===== config.mk =====
export PLATFORM = sky130hd
export DESIGN_NAME = owm_master_ctrl
export DESIGN_NICKNAME = d
export VERILOG_FILES = /design/src/include/owm_pkg.sv /design/src/hw/owm_master_ctrl.sv /design/src/hw/owm_line_sync.sv /design/src/hw/owm_tick_div.sv
export VERILOG_INCLUDE_DIRS = /design/src /design/src/include
export SDC_FILE = /design/constraint.sdc
export NUM_CORES = 1
export LEC_CHECK = 0
export ABC_CLOCK_PERIOD_IN_PS = 2700
export BUFFER_PORTS_ARGS = -buffer_cell sky130_fd_sc_hd__buf_4
export CAP_MARGIN = 20
export CORE_ASPECT_RATIO = 1.25
export CORE_MARGIN = 4
export CORE_UTILIZATION = 40
export DETAILED_ROUTE_END_ITERATION = 10
export GPL_TIMING_DRIVEN = 0
export SKIP_CTS_REPAIR_TIMING = 1
export SYNTH_ARGS = -nofsm -noshare
export SYNTH_HDL_FRONTEND = slang
export SYNTH_SLANG_ARGS = --single-unit

===== constraint.sdc =====
create_clock -name mclk_i -period 2.7 [get_ports mclk_i]
set_input_delay 0 -clock mclk_i [delete_from_list [all_inputs] [get_ports mclk_i]]
set_output_delay 0 -clock mclk_i [all_outputs]
set_load 0.03 [all_outputs]

===== src/include/owm_defines.svh =====
/*
 * register map, field positions and sequence timings of the single-wire bus master.
 * assumes: included by its bare name; one tick of the timing clock is about 1 us.
 */
`ifndef OWM_DEFINES_SVH
`define OWM_DEFINES_SVH

// ==========================================================
// register byte addresses
`define ADDR_CFG        8'h00
`define ADDR_DIV        8'h04
`define ADDR_CTRL       8'h08
`define ADDR_INTFL      8'h10
`define ADDR_INTEN      8'h14

// ==========================================================
// field positions
`define DIV_MSB         7
`define CFG_MANUAL_EN   2
`define CTRL_PRESENCE   7
`define CTRL_OD_REV     4
`define CTRL_LINE       3
`define CTRL_PULL_LOW   2
`define CTRL_SEARCH     1
`define CTRL_RESET_REQ  0
`define INT_RESET_DONE  0

// ==========================================================
// reset values
`define DIV_RESET       8'h00
`define OD_REV_VALUE    1'b0

// ==========================================================
// reset sequence, in timing ticks (1 tick = 1 us)
`define RESET_LOW_US    10'h1e0
`define SAMPLE_US       10'h046
`define RECOVER_US      10'h19a

`endif


===== src/include/owm_pkg.sv =====
/*
 * types of the single-wire bus master: sequencer states and state records.
 * assumes: nothing; every use is written owm_pkg::name.
 */
package owm_pkg;

    // ==========================================================
    // reset and presence sequencer
    typedef enum logic [1:0] {
        ST_IDLE    = 2'b00,
        ST_LOW     = 2'b01,
        ST_SAMPLE  = 2'b10,
        ST_RECOVER = 2'b11
    } seq_state_e;

    // ==========================================================
    // state records
    typedef struct packed {
        seq_state_e  state;
        logic [9:0]  tick_cnt;
        logic [7:0]  divisor;
        logic        manual_en;
        logic        manual_low;
        logic        search_assist;
        logic        reset_req;
        logic        presence;
        logic        presence_seen;
        logic        done_flag;
        logic        done_mask;
        logic        line_oe;
        logic        irq;
        logic [31:0] prdata;
        logic        pready;
        logic        pslverr;
    } owm_state_s;

    typedef struct packed {
        logic [7:0] cnt;
        logic       tick;
    } div_state_s;

    typedef struct packed {
        logic meta;
        logic stable;
    } sync_state_s;

endpackage : owm_pkg


===== src/hw/owm_master_ctrl.sv =====
/*
 * single-wire bus master: tick divider, control/status word, bus reset and
 * presence sequence, manual line control, reset-complete interrupt, APB slave.
 * assumes: APB master on mclk; open-drain wire with external pull-up;
 * software sets the divisor for a tick of about 1 us.
 */
// The implementer's own choice: register access over APB.
`timescale 1ns/1ps
`include "owm_defines.svh"

// Contract
// (RULE1) divisor zero stops the timing clock; no bus activity is timed
// (RULE2) divisor 1..255 divides the bus clock by that value
// (RULE3) presence flag is one when a slave answered the last bus reset
// (RULE4) line level bit reads the live wire level, no reset value
// (RULE5) with manual control on, pull-low bit one drives wire low, zero releases
// (RULE6) search assist bit selects accelerated ROM search mode
// (RULE7) writing one to reset request starts reset and presence sequence
// (RULE8) hardware clears reset request when the sequence finishes
// (RULE9) overdrive revision bit is read-only and reads zero
// (RULE10) pull-low bit acts only while manual control enable is set
// (RULE11) reset complete flag set at sequence end; write one clears it
// (RULE12) presence flag holds until the next reset sequence completes
module owm_master_ctrl (
    // clock, reset, enable
    input  wire logic        mclk_i,
    input  wire logic        rstn_i,
    input  wire logic        ce_i,
    // apb slave
    input  wire logic        psel_i,
    input  wire logic        penable_i,
    input  wire logic        pwrite_i,
    input  wire logic [7:0]  paddr_i,
    input  wire logic [31:0] pwdata_i,
    output logic      [31:0] prdata_o,
    output logic             pready_o,
    output logic             pslverr_o,
    // interrupt
    output logic             irq_o,
    // open-drain wire pin
    input  wire logic        wire_pin_i,
    output logic             wire_pin_o,
    output logic             wire_pin_oe_o,
    // search mode to the transfer engine
    output logic             search_assist_o
);
    owm_pkg::owm_state_s st;
    owm_pkg::owm_state_s next_st;
    logic                tick;
    logic                line_s;
    logic                setup;
    logic                access;
    logic                wr;
    logic                rd;
    logic                mapped;
    logic                seq_done;
    logic [31:0]         rdata;

    // ==========================================================
    // submodules
    owm_tick_div u_div (
        .mclk_i    (mclk_i),
        .rstn_i    (rstn_i),
        .ce_i      (ce_i),
        .divisor_i (st.divisor),
        .tick_o    (tick)
    );

    owm_line_sync u_sync (
        .mclk_i  (mclk_i),
        .rstn_i  (rstn_i),
        .ce_i    (ce_i),
        .async_i (wire_pin_i),
        .sync_o  (line_s)
    );

    // ==========================================================
    // apb phase decode; the answer is registered, so one access cycle
    assign setup    = psel_i && !penable_i;
    assign access   = psel_i && penable_i && st.pready;
    assign wr       = access && pwrite_i && !st.pslverr;
    assign rd       = access && !pwrite_i && !st.pslverr;
    assign seq_done = (st.state == owm_pkg::ST_RECOVER) && tick && (st.tick_cnt == `RECOVER_US - 10'h001);

    // read mux, sampled during the setup cycle
    always_comb
    begin
        rdata  = 32'h0000_0000;
        mapped = 1'b1;
        case (paddr_i)
            `ADDR_CFG:   rdata[`CFG_MANUAL_EN] = st.manual_en;
            `ADDR_DIV:   rdata[`DIV_MSB:0]     = st.divisor;
            `ADDR_CTRL:
            begin
                rdata[`CTRL_PRESENCE]  = st.presence;
                rdata[`CTRL_OD_REV]    = `OD_REV_VALUE;               // RULE9
                rdata[`CTRL_LINE]      = line_s;                      // RULE4
                rdata[`CTRL_PULL_LOW]  = st.manual_low;
                rdata[`CTRL_SEARCH]    = st.search_assist;
                rdata[`CTRL_RESET_REQ] = st.reset_req;                // RULE8
            end
            `ADDR_INTFL: rdata[`INT_RESET_DONE] = st.done_flag;
            `ADDR_INTEN: rdata[`INT_RESET_DONE] = st.done_mask;
            default:     mapped = 1'b0;
        endcase
    end

    // ==========================================================
    // next state of the whole block
    always_comb
    begin
        next_st = st;

        // bus answer
        next_st.pready  = setup;
        next_st.pslverr = setup && !mapped;
        next_st.prdata  = setup ? rdata : 32'h0000_0000;

        // register writes
        if (wr)
        begin
            case (paddr_i)
                `ADDR_CFG: next_st.manual_en = pwdata_i[`CFG_MANUAL_EN];
                `ADDR_DIV: next_st.divisor   = pwdata_i[`DIV_MSB:0];
                `ADDR_CTRL:
                begin
                    next_st.manual_low    = pwdata_i[`CTRL_PULL_LOW];
                    next_st.search_assist = pwdata_i[`CTRL_SEARCH];   // RULE6
                    // a zero write cannot abort a running sequence
                    if (pwdata_i[`CTRL_RESET_REQ])
                        next_st.reset_req = 1'b1;                     // RULE7
                end
                `ADDR_INTFL:
                    if (pwdata_i[`INT_RESET_DONE])
                        next_st.done_flag = 1'b0;                     // RULE11
                `ADDR_INTEN: next_st.done_mask = pwdata_i[`INT_RESET_DONE];
                default: ;
            endcase
        end

        // a read of the flag register clears it as well
        if (rd && paddr_i == `ADDR_INTFL)
            next_st.done_flag = 1'b0;

        // sequencer; a stopped tick freezes it mid-sequence
        case (st.state)
            owm_pkg::ST_IDLE:
            begin
                next_st.tick_cnt = 10'h000;
                if (st.reset_req)
                begin
                    next_st.state         = owm_pkg::ST_LOW;          // RULE7
                    next_st.presence_seen = 1'b0;
                end
            end
            owm_pkg::ST_LOW:
                if (tick)                                             // RULE1
                begin
                    if (st.tick_cnt == `RESET_LOW_US - 10'h001)
                    begin
                        next_st.tick_cnt = 10'h000;
                        next_st.state    = owm_pkg::ST_SAMPLE;
                    end
                    else
                        next_st.tick_cnt = st.tick_cnt + 10'h001;
                end
            owm_pkg::ST_SAMPLE:
                if (tick)
                begin
                    if (st.tick_cnt == `SAMPLE_US - 10'h001)
                    begin
                        next_st.tick_cnt      = 10'h000;
                        next_st.presence_seen = !line_s;              // RULE3
                        next_st.state         = owm_pkg::ST_RECOVER;
                    end
                    else
                        next_st.tick_cnt = st.tick_cnt + 10'h001;
                end
            owm_pkg::ST_RECOVER:
                if (seq_done)
                begin
                    next_st.state     = owm_pkg::ST_IDLE;
                    next_st.reset_req = 1'b0;                         // RULE8
                    next_st.presence  = st.presence_seen;             // RULE3 RULE12
                    next_st.done_flag = 1'b1;                         // RULE11
                end
                else if (tick)
                    next_st.tick_cnt = st.tick_cnt + 10'h001;
            default:
                next_st.state = owm_pkg::ST_IDLE;
        endcase

        // pin: manual control overrides the sequencer
        if (next_st.manual_en)
            next_st.line_oe = next_st.manual_low;                     // RULE5 RULE10
        else
            next_st.line_oe = (next_st.state == owm_pkg::ST_LOW);

        next_st.irq = next_st.done_flag && next_st.done_mask;
    end

    // ==========================================================
    // the one state register; enable low freezes everything
    always_ff @(posedge mclk_i or negedge rstn_i)
    begin
        if (!rstn_i)
        begin
            st         <= '0;
            st.state   <= owm_pkg::ST_IDLE;
            st.divisor <= `DIV_RESET;
        end
        else if (ce_i)
            st <= next_st;
    end

    // outputs straight from flops; the pin only ever pulls low
    assign prdata_o        = st.prdata;
    assign pready_o        = st.pready;
    assign pslverr_o       = st.pslverr;
    assign irq_o           = st.irq;
    assign wire_pin_o      = 1'b0;
    assign wire_pin_oe_o   = st.line_oe;
    assign search_assist_o = st.search_assist;
endmodule : owm_master_ctrl


===== src/hw/owm_line_sync.sv =====
/*
 * two-flop synchroniser for the wire pin level.
 * assumes: asynchronous input; enable freezes both flops.
 */
`timescale 1ns/1ps
module owm_line_sync (
    // clock and reset
    input  wire logic mclk_i,
    input  wire logic rstn_i,
    input  wire logic ce_i,
    // level in and out
    input  wire logic async_i,
    output logic      sync_o
);
    owm_pkg::sync_state_s st;
    owm_pkg::sync_state_s next_st;

    // ==========================================================
    // meta flop feeds only the stable flop
    always_comb
    begin
        next_st.meta   = async_i;
        next_st.stable = st.meta;
    end

    // reset high: an idle open-drain wire is pulled up
    always_ff @(posedge mclk_i or negedge rstn_i)
    begin
        if (!rstn_i)
            st <= '{meta: 1'b1, stable: 1'b1};
        else if (ce_i)
            st <= next_st;
    end

    assign sync_o = st.stable;
endmodule : owm_line_sync


===== src/hw/owm_tick_div.sv =====
/*
 * timing clock divider: one-cycle tick every divisor cycles of mclk.
 * assumes: divisor from a register on the same clock.
 */
`timescale 1ns/1ps
`include "owm_defines.svh"
module owm_tick_div (
    // clock and reset
    input  wire logic       mclk_i,
    input  wire logic       rstn_i,
    input  wire logic       ce_i,
    // divisor and tick
    input  wire logic [7:0] divisor_i,
    output logic            tick_o
);
    owm_pkg::div_state_s st;
    owm_pkg::div_state_s next_st;

    // ==========================================================
    // zero divisor parks the counter, no ticks at all
    always_comb
    begin
        next_st = st;
        next_st.tick = 1'b0;
        if (divisor_i == `DIV_RESET)                                  // RULE1
            next_st.cnt = 8'h00;
        else if (st.cnt >= divisor_i - 8'h01)                         // RULE2
        begin
            next_st.cnt  = 8'h00;
            next_st.tick = 1'b1;
        end
        else
            next_st.cnt = st.cnt + 8'h01;
    end

    always_ff @(posedge mclk_i or negedge rstn_i)
    begin
        if (!rstn_i)
            st <= '0;
        else if (ce_i)
            st <= next_st;
    end

    assign tick_o = st.tick;
endmodule : owm_tick_div


# Yosys cells after proc, flatten, opt, wreduce, memory -nomap -nowiden
# Cells that the tools add are included.
# W data, S select, Z words.
[classes] addsub=3 n_mul=0 div=0 order_cmp=1 eq_ne=17 n_shift=0 muxes=41 n_bitwise=0 n_reduce_logical=27
[ops] cell="$pmux W12 S4" n=1
[ops] cell="$mux W10" n=4
[ops] cell="$mux W12" n=2
[ops] cell="$mux W8" n=3
[ops] cell="$eq A10 B9 Y1 const B" n=2
[ops] cell="$eq A8 B5 Y1 const B" n=2
[ops] cell="$logic_not A8 Y1" n=2
[ops] cell="$mux W2" n=8
[ops] cell="$mux W1" n=15
[ops] cell="$logic_and A1 B1 Y1" n=12
[ops] cell="$add A10 B1 Y10 const B" n=1
[ops] cell="$eq A10 B7 Y1 const B" n=1
[ops] cell="$reduce_and A5 Y1" n=2
[ops] cell="$reduce_and A3 Y1" n=3
[ops] cell="$add A8 B1 Y8 const B" n=1
[ops] cell="$eq A8 B3 Y1 const B" n=1
[ops] cell="$eq A8 B4 Y1 const B" n=1
[ops] cell="$ge A8 B8 Y1" n=1
[ops] cell="$sub A8 B1 Y8 const B" n=1
[ops] cell="$ne A2 B1 Y1 const B" n=3
[ops] cell="$ne A2 B2 Y1 const B" n=3
[ops] cell="$pmux W1 S2" n=3
[ops] cell="$logic_not A1 Y1" n=5
[ops] cell="$reduce_or A5 Y1" n=1
[ops] cell="9 further kinds" n=11
[totals] regBits=75 latchBits=0 ramBits=0 mem_bits_ro=0 in_bits=47 output_inout_bits=38 word_cells=109 mem_count=0

# Longest topological paths before layout
# Gate-level depths: netlist of the first run.
[depth] ltp_word=9 mapped_depth=11 ltp_nobuf=10

# Hierarchy
# From an unflattened synthesis of the first run, not the netlist that was laid out.
[unflattened] cells_unflattened=328 area_unflattened_um2=3318.2
[modules_own_cells] module="owm_master_ctrl" n_inst=1 cells_each=235 area_per_inst_um2=2436.1 seq_area_each_um2=1001.0
[modules_own_cells] module="owm_tick_div" n_inst=1 cells_each=89 area_per_inst_um2=807.0 seq_area_each_um2=225.2
[modules_own_cells] module="owm_line_sync" n_inst=1 cells_each=4 area_per_inst_um2=75.1 seq_area_each_um2=52.6

# Least setup slack after synthesis of the first run
# No wires, ideal clock.
[synth_path] path_type="reg-to-reg" from="register st[49] in the netlist's numbering" to="register u_div.st, in the netlist u_div.tick_o" setup_time_ns=0.133 t_arrival_ns=2.300 required_ns=2.567 slack_ns=0.268 path_stages_with_launch=12 n_path_buf=1 period_less_slack_ns=2.432 path_cell_list="dfrtp_1 -> nor4_1 -> nor2b_1 -> nand2_1 -> xor2_1 -> ha_1 -> a21oi_1 -> o21ai_0 -> a21oi_1 -> clkbuf_1 -> nand3b_1 -> o21ai_0"
[synth_between] elab_chain_cells=4 elab_cells_between_ends=5 cone_classes="add/sub (1); order compare (1); mux (2); reduce/logical (1)"
[synth_rtl] item="start, declared" line="owm_master_ctrl.sv:47" rtl="owm_pkg::owm_state_s st;"
[synth_rtl] item="start signal, assigned" line="owm_master_ctrl.sv:213" rtl="st <= next_st;"
[synth_rtl] item="$sub A8 B1 Y8" line="owm_tick_div.sv:27" rtl="else if (st.cnt >= divisor_i - 8'h01)"
[synth_rtl] item="$ge A8 B8 Y1" line="owm_tick_div.sv:27"
[synth_rtl] item="$mux W1" line="owm_tick_div.sv:27"
[synth_rtl] item="$mux W1 (*)" line="owm_tick_div.sv:25" rtl="if (divisor_i == `DIV_RESET)"
[synth_rtl] item="end signal, assigned" line="owm_tick_div.sv:41" rtl="st <= next_st;"
[synth_rtl] item="end, declared" line="owm_tick_div.sv:16" rtl="owm_pkg::div_state_s st;"
# Mark *: on every way between the ends. The rest lies on a longest branch, timed or not.
# A chain may end at the register's enable or synchronous reset.

# Final worst setup path of the first run
[layout_path] from="register st[49] in the netlist's numbering" to="register u_div.st[2] in the netlist's numbering"
[layout_between] elab_chain_cells=4 elab_cells_between_ends=5 cone_classes="add/sub (1); order compare (1); mux (2); reduce/logical (1)"
[layout_rtl] item="$sub A8 B1 Y8" line="owm_tick_div.sv:27"
[layout_rtl] item="$ge A8 B8 Y1" line="owm_tick_div.sv:27"
[layout_rtl] item="$mux W8" line="owm_tick_div.sv:27"
[layout_rtl] item="$mux W8 (*)" line="owm_tick_div.sv:25"
# Marks and branches as above.

==> results by group, run 1 <==
Run status
  – Status: complete, but fails checks
  – Failing checks: negative hold slack

Drt
  – Vias: 2625
  – WL/cell: 14.8 µm
  – DRC: 0
  – Met3 WL post-DR: 262 µm
  – Routed WL: 7530 µm
  – Antenna Nets Post-Route: 0
  – Met2 routed WL: 3840 µm
  – Post-DR vias/cell: 5.17
  – Drt pass-1 iters: 4
  – Initial DRC count: 113
  – Post-Route M1 WL: 3350 µm
  – Top Layer Used: met4

STA
  – Final worst-path cycle share: 92.1%
  – Slew @ Worst Pin: 0.703 ns
  – Final setup fails: 0
  – Final Critical Period: 2.49 ns
  – Clock Skew: 0.0103 ns
  – Setup tns final: 0 ns
  – F_max: 0.402 GHz
  – Worst setup margin: 0.212 ns
  – Hold WS: -0.00597 ns
  – Final Hold Fails: 2
  – Slew headroom: 52.9%
  – Max-slew violation count: 0
  – Unrepaired setup endpoints after global routing: false

Place
  – Worst Setup Slack post-DPL: -0.0697 ns
  – Detail Placement HPWL: 5610 µm
  – Port bufs: 31
  – Routability congestion estimate from global placement: 0.823

Pwr
  – Sequential power share: 46.5%
  – Max VDD drop: 0.313 mV
  – Logic pwr share: 29.9%
  – Leak: 1.84 nW
  – Clock Power Share: 23.6%
  – Net Sw Frac: 35.5%
  – P_int: 1.32 mW
  – PnR Total Power: 2.04 mW
  – Power Dens Cells: 518 nW/µm²
  – Switching power: 0.725 mW

Worst setup path
  – CP Buf/Inv Count: 1
  – CP max stage delay: 0.47 ns
  – Setup crit end kind: flop
  – Reg2reg setup slack: 0.21 ns
  – Slowest CP cell: dfrtp_1
  – Top delay family on crit path: simple AND/OR/NAND/NOR gates
  – CP arrival: 2.72 ns
  – CP startpoint kind: flop
  – Cell mode on critical path: o21ai_0
  – Data required, critical path: 2.94 ns
  – WS Path Type: flop to flop
  – CP Cell Sequence: nor4_4, nor2b_2, nand2_1, xor2_1, ha_1, a21oi_1, o21ai_0, a21oi_2, clkbuf_4, nand3_1, o21ai_0
  – Crit-path max FO: 10

GRT
  – Antenna violations before repair: 0
  – First-pass GRT wire length: 12300 µm
  – Global Route Usage Sum: 16.0%
  – Vias in the first global route: 2497
  – Maximum number of pins on one net before global-route repair: 52
  – Grt ovf: 0

Cells and area
  – Final Util: 50.0%
  – Antenna cells: 0
  – Commonest non-fill, non-tap cell in the layout: buf_4
  – Fin nets: 472
  – Commonest cells after routing, fill and taps aside: buf_4 (64), dfrtp_1 (49), nand2_1 (25), conb_1 (25)
  – Share of cells above drive strength 1: 26.4%
  – Area growth, synth to finish: 20.3%

Logic synthesis
  – Mapped Area: 3280 µm²
  – Synth cell types: 59
  – Yosys warns: 0
  – Asr flop ratio synth: 100%
  – Synth Register Bits: 51
  – Post-synth EDFFs: 0
  – Most used DFF post-synth: dfrtp_1
  – Syn Inst Count: 340
  – Seq/Total Area, Yosys: 39.0%
  – Synthesized area per cell: 9.64 µm²

Floorplan
  – Site row count: 36
  – DIE HEIGHT: 109 µm
  – Starting density of the core: 41.6%
  – Num ports: 85
  – Die Wd: 89.0 µm
  – Core region area: 7880 µm²
  – DIE AREA: 9720 µm²

Clock network
  – TritonCTS clock tree: done
  – H-tree lvl count: 2
  – CTS Sinks: 51
  – Worst skew pair latency: 0.31 ns
  – TritonCTS buffer count: 5
  – Clock Path Buffers: 2
  – Root buffer cell: clkbuf_8
  – Worst-path clk slew: 0.10 ns

Flow run
  – Maximum Capacitance Violations: 0

Min path
  – Min-Delay Path Class: input port to flop
-- registers in the layout, summed over array words and instances, names as in the netlist --
signal and flops:
st 27, prdata_o 8, u_div.st 8, irq_o 1, pready_o 1, pslverr_o 1
search_assist_o 1, u_div.tick_o 1, u_sync.next_st 1, u_sync.sync_o 1, wire_pin_oe_o 1
-- routing by layer --
metal,vias to the layer above,GRT usage (%)
li1,1327,-
met1,1248,21.2
met2,43,26.9
met3,7,2.65
met4,0,4.26
met5,-,0
-- tightest hold or removal path, delay by kind of cell --
| family | cells | cell delay, ns |
|---|---|---|
| AO/OA/AOI/OAI | 1 | 0.06 |
| buffers and inverters | 1 | 0.09 |
| AND/OR/NAND/NOR | 1 | 0.12 |
-- synthesized netlist by cell type, drive strengths merged, types with 9 or more instances --
| cell type | instances | share of area (%) |
|---|---|---|
| a21oi | 12 | 1.8 |
| dfrtp | 49 | 37 |
| nand3 | 14 | 2.1 |
| clkbuf | 9 | 1.0 |
| buf | 36 | 8.2 |
| nor3 | 12 | 2.5 |
| o21ai | 20 | 3.1 |
| nand2 | 25 | 2.9 |
| ha | 13 | 5.0 |
| inv | 14 | 1.6 |
| mux2 | 13 | 4.5 |
| nor2 | 19 | 2.2 |
| nand4 | 9 | 1.7 |
-- stage by stage --
| stage | instances | instance area [µm²] |
|---|---|---|
| 2_1_floorplan | 364 | 3370 |
| 3_3_place_gp | 490 | 3720 |
| 3_5_place_dp | 490 | 3720 |
| 4_1_cts | 498 | 3820 |
| 5_1_grt | 508 | 3940 |
| 6_report | 508 | 3940 |
-- power groups by stage --
stage	combinational, mW	clock, mW	sequential, mW
after floorplan	0.447	0	0.938
after global placement	0.568	0	0.959
after detailed placement	0.580	0	0.965
after CTS	0.583	0.499	0.950
after global routing	0.682	0.530	0.967
final	0.611	0.482	0.951
-- layout make-up --
class	count	area (µm²)
buffer	45	307
clock inverter	2	16.3
clock buffer	6	82.6
fill	766	3940
tap	95	119
sequential	51	1280
inverter	14	52.6
multi-input combinational	254	1760
timing repair buffer	41	333
-- worst paths after layout --
check	from	endpoint	cells after the start
setup / recovery	st[49]$_DFFE_PN0P_	u_div.st[2]$_DFFE_PN0P_	11
hold / removal	penable_i	prdata_o[7]$_DFFE_PN0P_	3
setup reg to reg	st[49]$_DFFE_PN0P_	u_div.st[2]$_DFFE_PN0P_	11
hold reg to reg	prdata_o[7]$_DFFE_PN0P_	prdata_o[7]$_DFFE_PN0P_	1
max in group asynchronous	rstn_i	u_div.st[4]$_DFFE_PN0P_	2
min in group asynchronous	rstn_i	u_div.st[6]$_DFFE_PN0P_	2
-- cell families after synthesis --
kind of cell	count (synthesis)	synth area share, %
AOI/OAI and AO/OA	72	15.1
and+or+nand+nor	115	20.9
xor gates and xnor gates	7	1.87
buffers and inverters	59	10.8
adders and majority gates	14	5.27
muxes	21	6.91
DFF	51	39.0
other	1	0.114
No activity file was read; power rests on OpenSTA's default activity.
==> inputs of run 2 (changes only) <==
ABC_CLOCK_PERIOD_IN_PS = 2080   (was 2700)
PLACE_DENSITY = 0.66   (was not set)
clock period = 2.08 ns   (was 2.7 ns; I/O delays follow)
==> results by group, run 2 (synthesis gave the netlist of run 1 again) <==
Pwr
  – Net Sw Frac: 35.4% (-0.099 points)
  – Sequential power share: 45.0% (-1.5 points)
  – PnR Total Power: 2.75 mW (+35%)
  – Max VDD drop: 0.483 mV (+54%)
  – Leak: 1.89 nW (+2.6%)
  – Power Dens Cells: 678 nW/µm² (+31%)
  – P_int: 1.78 mW (+35%)
  – Clock Power Share: 21.2% (-2.4 points)
  – Switching power: 0.974 mW (+34%)
  – Logic pwr share: 33.8% (+3.9 points)

STA
  – Final setup fails: 9 (+9)
  – Max-slew violation count: 0 (unchanged)
  – Unrepaired setup endpoints after global routing: true
  – Slew headroom: 55.7% (+2.8 points)
  – Slew @ Worst Pin: 0.665 ns (-0.0380 ns)
  – Final Critical Period: 2.45 ns (-0.0359 ns)
  – F_max: 0.408 GHz (+1.5%)
  – Setup tns final: -2.97 ns (-2.97 ns)
  – Worst setup margin: -0.372 ns (-0.584 ns)
  – Final Hold Fails: 0 (-2)
  – Clock Skew: 0.00859 ns (-0.00173 ns)
  – Final worst-path cycle share: 118% (+26 points)
  – Hold WS: 0.0111 ns (+0.0171 ns)

Floorplan
  – DIE AREA: 9720 µm² (unchanged)
  – DIE HEIGHT: 109 µm (unchanged)
  – Core region area: 7880 µm² (unchanged)
  – Starting density of the core: 41.6% (unchanged)
  – Site row count: 36 (unchanged)
  – Die Wd: 89.0 µm (unchanged)
  – Num ports: 85 (unchanged)

Cells and area
  – Fillers: 728 (-5.0%)
  – Fin area: 4060 µm² (+2.9%)
  – Antenna cells: 0 (unchanged)
  – Max FFs per register: 27 (unchanged)
  – Biggest register: st
  – Fin nets: 480 (+1.7%)
  – Share of cells above drive strength 1: 29.5% (+3.1 points)
  – Commonest cells after routing, fill and taps aside: buf_4 (69), dfrtp_1 (46), conb_1 (25)
  – Commonest non-fill, non-tap cell in the layout: buf_4
  – Area growth, synth to finish: 23.8%

Worst setup path
  – CP Buf/Inv Count: 2 (+1)
  – CP arrival: 2.68 ns (-0.04 ns)
  – Data required, critical path: 2.31 ns (-0.63 ns)
  – CP startpoint kind: flop
  – Crit-path max FO: 4 (-6)
  – CP Cell Sequence: nor4_4, nor2b_4, nand2_1, xor2_1, ha_1, a21oi_2, o21ai_2, a21oi_2, buf_4, buf_6, a31oi_1, mux2i_1
  – Setup crit end kind: flop
  – Top delay family on crit path: simple AND/OR/NAND/NOR gates
  – Cell mode on critical path: a21oi_2
  – Slowest CP cell: dfrtp_2
  – CP max stage delay: 0.46 ns (about the same)
  – Reg2reg setup slack: -0.37 ns (-0.58 ns)
  – WS Path Type: flop to flop

Min path
  – Min-Delay Path Class: input port to flop

Clock network
  – Worst skew pair latency: 0.31 ns (about the same)
  – CTS Sinks: 51 (unchanged)
  – Worst-path clk slew: 0.10 ns (about the same)
  – TritonCTS buffer count: 5 (unchanged)
  – H-tree lvl count: 2 (unchanged)
  – Clock Path Buffers: 2 (unchanged)
  – TritonCTS clock tree: done
  – Root buffer cell: clkbuf_8

Place
  – Placed Instance Area: 3740 µm² (+0.61%)
  – Detail Placement HPWL: 5400 µm (-3.9%)
  – Port bufs: 31 (unchanged)
  – Routability congestion estimate from global placement: 0.845 (+2.7%)
  – Worst Setup Slack post-DPL: -0.390 ns (-0.320 ns)

Drt
  – Initial DRC count: 147 (+30%)
  – Drt pass-1 iters: 4 (unchanged)
  – WL/cell: 14.0 µm (-5.5%)
  – Antenna Nets Post-Route: 0 (unchanged)
  – Vias: 2655 (+1.1%)
  – Routed WL: 7230 µm (-4.0%)
  – Post-DR vias/cell: 5.15 (-0.43%)
  – DRC: 0 (unchanged)

Flow run
  – Maximum Capacitance Violations: 0 (unchanged)

GRT
  – Antenna violations before repair: 0 (unchanged)
  – First-pass GRT wire length: 11800 µm (-4.1%)
  – Global Route Usage Sum: 15.3% (-0.71 points)
  – Maximum number of pins on one net before global-route repair: 52 (unchanged)
  – Vias in the first global route: 2469 (-1.1%)
  – Grt ovf: 0 (unchanged)

Run status
  – Failing checks: negative setup slack
  – Status: complete, but fails checks
[run 2: changes by cell type in the layout (fill, tap and decap cells not counted), sizes merged]
cell and delta:
buf +6, clkinv +1, dlygate4sd3 +1
[run 2: layer usage]
metal	track usage, %	part of all wire, %	vias to the layer above
met5	0	0	-
met4	3.83	1.1	0
li1	-	-	1344
met1	20.5	44	1268
met3	2.49	3.8	6
met2	25.6	51	37
[run 2: worst register-to-register path: stages (launching register included)]
cell and delay (ns):
dfrtp_2 0.46, nor4_4 0.30, nor2b_4 0.19, nand2_1 0.07, xor2_1 0.15, ha_1 0.32
a21oi_2 0.14, o21ai_2 0.07, a21oi_2 0.22, buf_4 0.17, buf_6 0.09, a31oi_1 0.07
mux2i_1 0.14
[run 2: final timing paths]
path,from,to,depth (start not counted)
min reg2reg,prdata_o[2]$_DFFE_PN0P_,prdata_o[2]$_DFFE_PN0P_,1
min,paddr_i[6],prdata_o[0]$_DFFE_PN0P_,4
max in group asynchronous,rstn_i,st[48]$_DFFE_PN0P_,2
max reg2reg,st[49]$_DFFE_PN0P_,u_div.st[5]$_DFFE_PN0P_,12
min in group asynchronous,rstn_i,st[50]$_DFFE_PN0P_,2
max,st[49]$_DFFE_PN0P_,u_div.st[5]$_DFFE_PN0P_,12
[run 2: per-stage QoR]
stage | instances | util [%]
2_1_floorplan | 364 | -
3_5_place_dp | 490 | 47.5
5_1_grt | 516 | 51.5
4_1_cts | 498 | 48.7
3_3_place_gp | 490 | 47.5
6_report | 516 | 51.5
[run 2: layout make-up]
class	count	area (µm²)	share of cell area, %
clock inverters	3	25.0	0.617
plain buffers	45	313	7.71
flip-flops and latches	51	1280	31.6
multi-input cells	254	1800	44.3
repair buffers	49	399	9.84
inverters	14	52.6	1.30
clock buffers	5	68.8	1.70
well taps	95	119	2.93
[run 2: power by group through the flow]
stage | Clock [mW] | Combinational (mW) | Sequential, mW
5_1_grt | 0.654 | 1.05 | 1.26
6_report | 0.584 | 0.931 | 1.24
3_5_place_dp | 0 | 0.794 | 1.25
2_1_floorplan | 0 | 0.626 | 1.22
3_3_place_gp | 0 | 0.778 | 1.24
4_1_cts | 0.626 | 0.798 | 1.23
